**config.mk**
```make
export PLATFORM = sky130hd
export DESIGN_NAME = lcg_top
export DESIGN_NICKNAME = d
export VERILOG_FILES = /design/src/lcg_pkg.sv /design/src/lcg_gate.sv /design/src/lcg_sel_reg.sv /design/src/lcg_top.sv
export SDC_FILE = /design/constraint.sdc
export NUM_CORES = 1
export LEC_CHECK = 0
export BUFFER_PORTS_ARGS = -buffer_cell sky130_fd_sc_hd__buf_2
export CORE_MARGIN = 1.5
export CORE_UTILIZATION = 53
export DETAILED_ROUTE_END_ITERATION = 16
export PLACE_DENSITY = 0.95
export SLEW_MARGIN = 10
export SYNTH_ARGS = -nofsm -noshare
export SYNTH_HDL_FRONTEND = slang
export SYNTH_SLANG_ARGS = --single-unit
```
**constraint.sdc**
```tcl
create_clock -name pclk -period 2.45 [get_ports pclk]
set_clock_uncertainty 0.05 [all_clocks]
set_input_delay 0.1225 -clock pclk [delete_from_list [all_inputs] [get_ports pclk]]
set_output_delay 0.1225 -clock pclk [all_outputs]
set_load 0.05 [all_outputs]
```
**src/lcg_pkg.sv**
```systemverilog
/*
  Package for the logic cell gate select block: register offsets, field
  layout, reset values and the APB address decode state.
  Assumes a 32-bit APB slave with byte addresses, one register per word.
*/
package lcg_pkg;
  localparam int DATA_W = 32;
  localparam int ADDR_W = 12;
  localparam int REG_W = 8;
  localparam int IN_N = 4;
  localparam int GATE_N = 3;
  localparam int CELL_N = 4;

  localparam logic [11:0] OFF_GATE1_SEL = 12'h000;
  localparam logic [11:0] OFF_GATE2_SEL = 12'h004;
  localparam logic [11:0] OFF_GATE3_SEL = 12'h008;
  localparam logic [11:0] OFF_POLARITY = 12'h00C;
  localparam logic [11:0] OFF_OUT_MIRROR = 12'h010;

  // Field positions within a select register: input k uses bits 2k+1 (true), 2k (inverted)
  localparam int SEL_TRUE_POS = 1;
  localparam int SEL_INV_POS = 0;
  // Polarity register fields
  localparam int POL_CELL_POS = 7;
  localparam int POL_GATE1_POS = 1;

  // Cold-reset value of the select registers (unknown by spec, zero here)
  localparam logic [7:0] SEL_COLD_RST = 8'h00;
  localparam logic [7:0] POL_COLD_RST = 8'h00;
  localparam logic [7:0] POL_MASK = 8'h8F;
  localparam logic [7:0] MIRROR_RST = 8'h00;
  localparam logic [3:0] MIRROR_MASK = 4'hF;

  typedef enum logic [2:0] {
    REG_G1, REG_G2, REG_G3, REG_POL, REG_MIRROR, REG_NONE
  } lcg_reg_sel_t;
endpackage

```
**src/lcg_gate.sv**
```systemverilog
/*
  One data gate: ORs the selected true and inverted copies of the four
  data inputs, then applies the gate polarity. Purely combinational;
  the caller registers the result.
*/
`timescale 1ns/1ps
`default_nettype none
module lcg_gate #(
  parameter int IN_N = lcg_pkg::IN_N
) (
  // Selection and data
  input wire logic [2*IN_N-1:0] sel,
  input wire logic [IN_N-1:0] data_in,
  input wire logic invert,
  // Gate result
  output logic gate_out
);
  logic [IN_N-1:0] term;

  genvar k;
  generate
    for (k = 0; k < IN_N; k++) begin : g_term
      assign term[k] = (sel[2*k+lcg_pkg::SEL_TRUE_POS] & data_in[k]) |
                       (sel[2*k+lcg_pkg::SEL_INV_POS] & ~data_in[k]);
    end
  endgenerate

  // Zero when nothing selected, then optional inversion
  assign gate_out = (|term) ^ invert;
endmodule
`default_nettype wire

```
**src/lcg_sel_reg.sv**
```systemverilog
/*
  One 8-bit read/write gate select register.
  Cleared only by the cold reset; the warm reset is not wired here, so
  ordinary resets leave the contents as they were.
*/
`timescale 1ns/1ps
`default_nettype none
module lcg_sel_reg #(
  parameter logic [7:0] RST_VAL = lcg_pkg::SEL_COLD_RST
) (
  // Clock and cold reset
  input wire logic pclk,
  input wire logic por_n,
  // Write port
  input wire logic wr_en,
  input wire logic [7:0] wr_data,
  // Stored value
  output logic [7:0] value
);
  always_ff @(posedge pclk or negedge por_n) begin
    if (!por_n) begin
      value <= RST_VAL;
    end else if (wr_en) begin
      value <= wr_data;
    end
  end
endmodule
`default_nettype wire

```
**src/lcg_top.sv**
```systemverilog
/*
  Gate input selection for gates 1..3 of a configurable logic cell, with
  a polarity register and a read-only mirror of the four cell outputs,
  reached over APB.
  Assumes data inputs and cell outputs may come from other clock domains
  and are synchronised here; por_n is the power-on/brown-out reset,
  presetn the ordinary reset.
*/
// Overview of operation
// - Gate 1 select bit 7 gates true data 4, bit 6 inverted data 4.
// - Gate 1 select bits 5 and 4 gate true and inverted data 3.
// - Gate 1 select bits 3 and 2 gate true and inverted data 2.
// - Gate 1 select bits 1 and 0 gate true and inverted data 1.
// - Gate 2 select bits 7 and 6 gate true and inverted data 4.
// - Gate 2 select bits 5 and 4 gate true and inverted data 3.
// - Gate 2 select bits 3 and 2 gate true and inverted data 2.
// - Gate 2 select bits 1 and 0 gate true and inverted data 1.
// - Gate 3 select bits 7 and 6 gate true and inverted data 4.
// - Gate 3 select bits 5 and 4 gate true and inverted data 3.
// - Gate 3 select bits 3 and 2 gate true and inverted data 2.
// - Gate 3 select bits 1 and 0 gate true and inverted data 1.
// - Select registers fully read/write; only cold reset touches them.
// - Mirror register bits 3..0 copy cell outputs 4..1; resets to zero.
// - Mirror register bits 7..4 always read zero.
// - Polarity bits 3..1 invert gate outputs 3..1; top bit inverts the cell output.
`timescale 1ns/1ps
`default_nettype none
module lcg_top (
  // APB
  input wire logic pclk,
  input wire logic presetn,
  input wire logic psel,
  input wire logic penable,
  input wire logic pwrite,
  input wire logic [11:0] paddr,
  input wire logic [31:0] pwdata,
  input wire logic [3:0] pstrb,
  output logic [31:0] prdata,
  output logic pready,
  output logic pslverr,
  // Cold reset
  input wire logic por_n,
  // Cell data inputs
  input wire logic cell_data_in1,
  input wire logic cell_data_in2,
  input wire logic cell_data_in3,
  input wire logic cell_data_in4,
  // Cell outputs from the cell logic
  input wire logic cell1_output,
  input wire logic cell2_output,
  input wire logic cell3_output,
  input wire logic cell4_output,
  // Gate results after polarity, and the cell output invert bit
  output logic gate1_out,
  output logic gate2_out,
  output logic gate3_out,
  output logic cell_out_invert
);
  function automatic lcg_pkg::lcg_reg_sel_t decode(input logic [11:0] addr);
    case (addr)
      lcg_pkg::OFF_GATE1_SEL: decode = lcg_pkg::REG_G1;
      lcg_pkg::OFF_GATE2_SEL: decode = lcg_pkg::REG_G2;
      lcg_pkg::OFF_GATE3_SEL: decode = lcg_pkg::REG_G3;
      lcg_pkg::OFF_POLARITY: decode = lcg_pkg::REG_POL;
      lcg_pkg::OFF_OUT_MIRROR: decode = lcg_pkg::REG_MIRROR;
      default: decode = lcg_pkg::REG_NONE;
    endcase
  endfunction

  lcg_pkg::lcg_reg_sel_t reg_hit;
  logic access;
  logic wr_ok;
  logic [2:0] sel_wr;
  logic [7:0] sel_val [3];
  logic [7:0] pol_reg;
  logic [3:0] data_s1_reg;
  logic [3:0] data_s2_reg;
  logic [3:0] cell_s1_reg;
  logic [3:0] cell_s2_reg;
  logic [3:0] mirror_reg;
  logic [2:0] gate_comb;

  assign reg_hit = decode(paddr);
  assign access = psel & penable;
  // Byte lane 0 carries the whole 8-bit register
  assign wr_ok = access & pwrite & pstrb[0];

  assign sel_wr[0] = wr_ok & (reg_hit == lcg_pkg::REG_G1);
  assign sel_wr[1] = wr_ok & (reg_hit == lcg_pkg::REG_G2);
  assign sel_wr[2] = wr_ok & (reg_hit == lcg_pkg::REG_G3);

  genvar g;
  generate
    for (g = 0; g < lcg_pkg::GATE_N; g++) begin : g_gate
      lcg_sel_reg #(
        .RST_VAL(lcg_pkg::SEL_COLD_RST)
      ) u_sel (
        .pclk(pclk),
        .por_n(por_n),
        .wr_en(sel_wr[g]),
        .wr_data(pwdata[7:0]),
        .value(sel_val[g])
      );
      // Bit pairs 7/6, 5/4, 3/2, 1/0 map to data 4, 3, 2, 1
      lcg_gate #(
        .IN_N(lcg_pkg::IN_N)
      ) u_gate (
        .sel(sel_val[g]),
        .data_in(data_s2_reg),
        .invert(pol_reg[lcg_pkg::POL_GATE1_POS+g]),
        .gate_out(gate_comb[g])
      );
    end
  endgenerate

  // Input synchronisers
  always_ff @(posedge pclk or negedge presetn) begin
    if (!presetn) begin
      data_s1_reg <= 4'h0;
      data_s2_reg <= 4'h0;
    end else begin
      data_s1_reg <= {cell_data_in4, cell_data_in3, cell_data_in2, cell_data_in1};
      data_s2_reg <= data_s1_reg;
    end
  end

  always_ff @(posedge pclk or negedge presetn) begin
    if (!presetn) begin
      cell_s1_reg <= 4'h0;
      cell_s2_reg <= 4'h0;
    end else begin
      cell_s1_reg <= {cell4_output, cell3_output, cell2_output, cell1_output};
      cell_s2_reg <= cell_s1_reg;
    end
  end

  // Mirror of cell outputs
  always_ff @(posedge pclk or negedge presetn) begin
    if (!presetn) begin
      mirror_reg <= lcg_pkg::MIRROR_RST[3:0];
    end else begin
      mirror_reg <= cell_s2_reg & lcg_pkg::MIRROR_MASK;
    end
  end

  // Polarity register
  always_ff @(posedge pclk or negedge presetn) begin
    if (!presetn) begin
      pol_reg <= lcg_pkg::POL_COLD_RST;
    end else if (wr_ok && reg_hit == lcg_pkg::REG_POL) begin
      pol_reg <= pwdata[7:0] & lcg_pkg::POL_MASK;
    end
  end

  // Registered gate outputs
  always_ff @(posedge pclk or negedge presetn) begin
    if (!presetn) begin
      gate1_out <= 1'b0;
      gate2_out <= 1'b0;
      gate3_out <= 1'b0;
      cell_out_invert <= 1'b0;
    end else begin
      gate1_out <= gate_comb[0];
      gate2_out <= gate_comb[1];
      gate3_out <= gate_comb[2];
      cell_out_invert <= pol_reg[lcg_pkg::POL_CELL_POS];
    end
  end

  // APB answer: no wait states, data registered at the setup cycle
  always_ff @(posedge pclk or negedge presetn) begin
    if (!presetn) begin
      prdata <= 32'h0000_0000;
      pready <= 1'b0;
      pslverr <= 1'b0;
    end else begin
      pready <= psel & ~penable;
      pslverr <= psel & ~penable & (decode(paddr) == lcg_pkg::REG_NONE);
      if (psel && !penable && !pwrite) begin
        case (reg_hit)
          lcg_pkg::REG_G1: prdata <= {24'h000000, sel_val[0]};
          lcg_pkg::REG_G2: prdata <= {24'h000000, sel_val[1]};
          lcg_pkg::REG_G3: prdata <= {24'h000000, sel_val[2]};
          lcg_pkg::REG_POL: prdata <= {24'h000000, pol_reg};
          lcg_pkg::REG_MIRROR: prdata <= {28'h0000000, mirror_reg};
          default: prdata <= 32'h0000_0000;
        endcase
      end else begin
        prdata <= 32'h0000_0000;
      end
    end
  end
endmodule
`default_nettype wire

```
==> results.sh <==
export IMPL_rsz0062_at_grt="false"
export IMPL_arrival_ns=2.16
export IMPL_drtAntennaViolNets=0
export IMPL_rrSetupSlack_ns=1.23
export IMPL_p_per_area_mw_per_mm2=668
export IMPL_overflow=0
export IMPL_min_to="pol_reg[0]"
export IMPL_tightest_slew_ns=0.849
export IMPL_final_util_pct=68.5
export IMPL_cts_sinks=63
export IMPL_top_layer_used="met4"
export IMPL_numPortBuffers=48
export IMPL_gp_congestion=0.798
export IMPL_critPathLaunch="psel"
export IMPL_fin_crit_sh_pct=80.9
export IMPL_track_usage_pct=20.7
export IMPL_cts_buffers=9
export IMPL_wl_met2_mm=2.68
export IMPL_cts_buffer_depth=2
export IMPL_start_kind="input pin"
export IMPL_async_flop_share_pct=100
export IMPL_finalWirelength_mm=5.14
export IMPL_final_common_cell="dfrtp_1"
export IMPL_syn_mean_instance_area_um2=13.5
export IMPL_place_area_mm2=0.00294
export IMPL_grt_pass1_vias=1712
export IMPL_max_freq_ghz=0.505
export IMPL_period_needed_ns=1.98
export IMPL_regToRegStartpoint="pol_reg[2]"
export IMPL_hold_viol_final=0
export IMPL_synth_edff_count=0
export IMPL_grt_first_pass_wirelength_mm=8.20
export IMPL_die_area_mm2=0.00560
export IMPL_slew_limit_headroom_pct=43.4
export IMPL_io_pins=100
export IMPL_place_hpwl_mm=3.55
export IMPL_synthFlopType="dfrtp_1"
export IMPL_cts_tree="built"
export IMPL_hold_start="pwdata[0]"
export IMPL_routed_via_density=5.06
export IMPL_yosysSeqAreaShare_pct=57.6
export IMPL_worst_hold_slack_ns=0.0191
export IMPL_core_area_mm2=0.00485
export IMPL_cap_violations=0
export IMPL_slew_viol_final=0
export IMPL_cts_root_buf="clkbuf_8"
export IMPL_yosysTopAreaCell="dfrtp_1"
export IMPL_ys_types=29
export IMPL_setup_viol=0
export IMPL_ir_drop_mv=0.457
export IMPL_antenna_found_initial=0
export IMPL_worstPathRequired_ns=2.63
export IMPL_route_detailed_drc=0
export IMPL_cp_slowest_stage_delay_ns=0.56
export IMPL_status="finished clean"
export IMPL_fillCellCount=346
export IMPL_syn_to_final_growth_pct=21.4
export IMPL_cp_max_fo=8
export IMPL_synth_area_mm2=0.00274
export IMPL_postSynthCellCount=202
export IMPL_initial_core_util_pct=56.4
export IMPL_layout_common_cells="63 x dfrtp_1, 48 x buf_2, 29 x mux2_2, 24 x conb_1"
export IMPL_layout_drive_gt1_share_pct=36.4
export IMPL_ys_warn_count=0
export IMPL_drtPass1Iterations=4
export IMPL_final_nets=333
export IMPL_clk_insertion_delay_late_ns=0.34
export IMPL_via_count=1731
export IMPL_worst_setup_path_end_kind="flop"
export IMPL_row_count=25
export IMPL_reg2reg_depth=3
export IMPL_drtIter0Drc=78
export IMPL_cp_slowest_cell="nor3b_4"
export IMPL_p_leak_nw=1.70
export IMPL_netlist_top_cells_area="dfrtp_1 58%, mux2_2 12%, buf_4 6.6%"
export IMPL_largest_reg_flops=24
export IMPL_n_antenna_cell=0
export IMPL_cp_cell_sequence="dlygate4sd3_1 -> buf_2 -> and4_1 -> nand4_4 -> nor3b_4 -> mux2_2"
export IMPL_hold_path_class="in -> reg"
export IMPL_path_clk_slew_ns=0.07
export IMPL_ys_ff_latch=63
export IMPL_wire_per_inst_um=15.0
export IMPL_synth_top_area_share_pct=57.6
export IMPL_met3_length_um=286
export IMPL_die_width_um=74.8
export IMPL_h_tree_depth=3
export IMPL_crit_type="in -> reg"
export IMPL_wl_met1_mm=2.06
export IMPL_die_y_um=74.8
export IMPL_tns_ns=0
export IMPL_place_inst=310
export IMPL_rr_endpoint="prdata[2]"
export IMPL_fin_area_mm2=0.00332
export IMPL_hold_depth=2
export IMPL_instances_no_fill=342
export IMPL_grt_max_degree=40
[worst max path at each step]
stage,endpoint,slack (ns),depth (start not counted)
after floorplan,g_gate[2].u_sel.value[0],0.85,4
after global placement,g_gate[0].u_sel.value[6],0.52,5
after detailed placement,g_gate[2].u_sel.value[1],0.41,5
after CTS,g_gate[2].u_sel.value[1],0.54,6
after global routing,g_gate[2].u_sel.value[7],0.44,6
final,g_gate[2].u_sel.value[1],0.47,6
[through the flow]
step                      setup slack [ns]  power [mW]
after detailed placement             0.408        1.27
after CTS                            0.537        2.24
after floorplan                      0.852        1.24
final                                0.469        2.22
after global routing                 0.441        2.31
after global placement               0.524        1.26
[timing repair]
action,CTS,global route
hold endpoints to repair,88,0
gates resized for setup,0,0
buffers inserted,0,0
hold buffers,17,0
[cell families (layout without fill, tap and decap cells)]
| group | Yosys count | in the layout | share of synthesized area, % |
|---|---|---|---|
| compound gates | 13 | 13 | 2.42 |
| xor+xnor | 3 | 3 | 0.961 |
| buf+inv | 31 | 81 | 7.68 |
| flops | 63 | 63 | 57.6 |
| mux | 49 | 49 | 20.6 |
| other cells | 1 | 24 | 0.137 |
| simple gates | 42 | 42 | 10.5 |
[routing by layer]
layer,global-route usage (%),vias up
met5,0,-
met4,7.27,0
met3,9.64,13
met2,33.3,65
met1,24.6,860
li1,-,793
[cell usage after synthesis, drive strengths merged, types with 2 or more instances]
cell and number:
xor2 3, nand2 3, and2 2, nand4 5
clkbuf 2, nor3 3, nor2 12, dfrtp 63
nand3 2, and4 2, mux2i 17, mux2 29
buf 28, nand2b 3, nand3b 4, a21oi 11
mux4 3, nor3b 2, nor2b 2
[critical path: cells and delay by family]
family,cells,cell delay (ns)
and+or+nand+nor,3,0.96
buffers and inverters,2,0.68
muxes,1,0.41
[power breakdown]
group / leakage [nW] / internal (mW) / switching (mW)
combinational: 0.765 / 0.0538 / 0.146
clock: 0.105 / 0.564 / 0.384
sequential: 0.832 / 1.06 / 0.00973
total: 1.70 / 1.68 / 0.539
[area by class of cell]
| class | instances | area, um2 | share of cell area (%) |
|---|---|---|---|
| multi-input cells | 131 | 1030 | 31.2 |
| clock inverters | 6 | 86.3 | 2.60 |
| well taps | 67 | 83.8 | 2.53 |
| clock buffers | 9 | 124 | 3.73 |
| inverters | 1 | 3.75 | 0.113 |
| repair buffers | 65 | 410 | 12.4 |
| flip-flops and latches | 63 | 1580 | 47.5 |
Power figures use the tool's default switching activity.
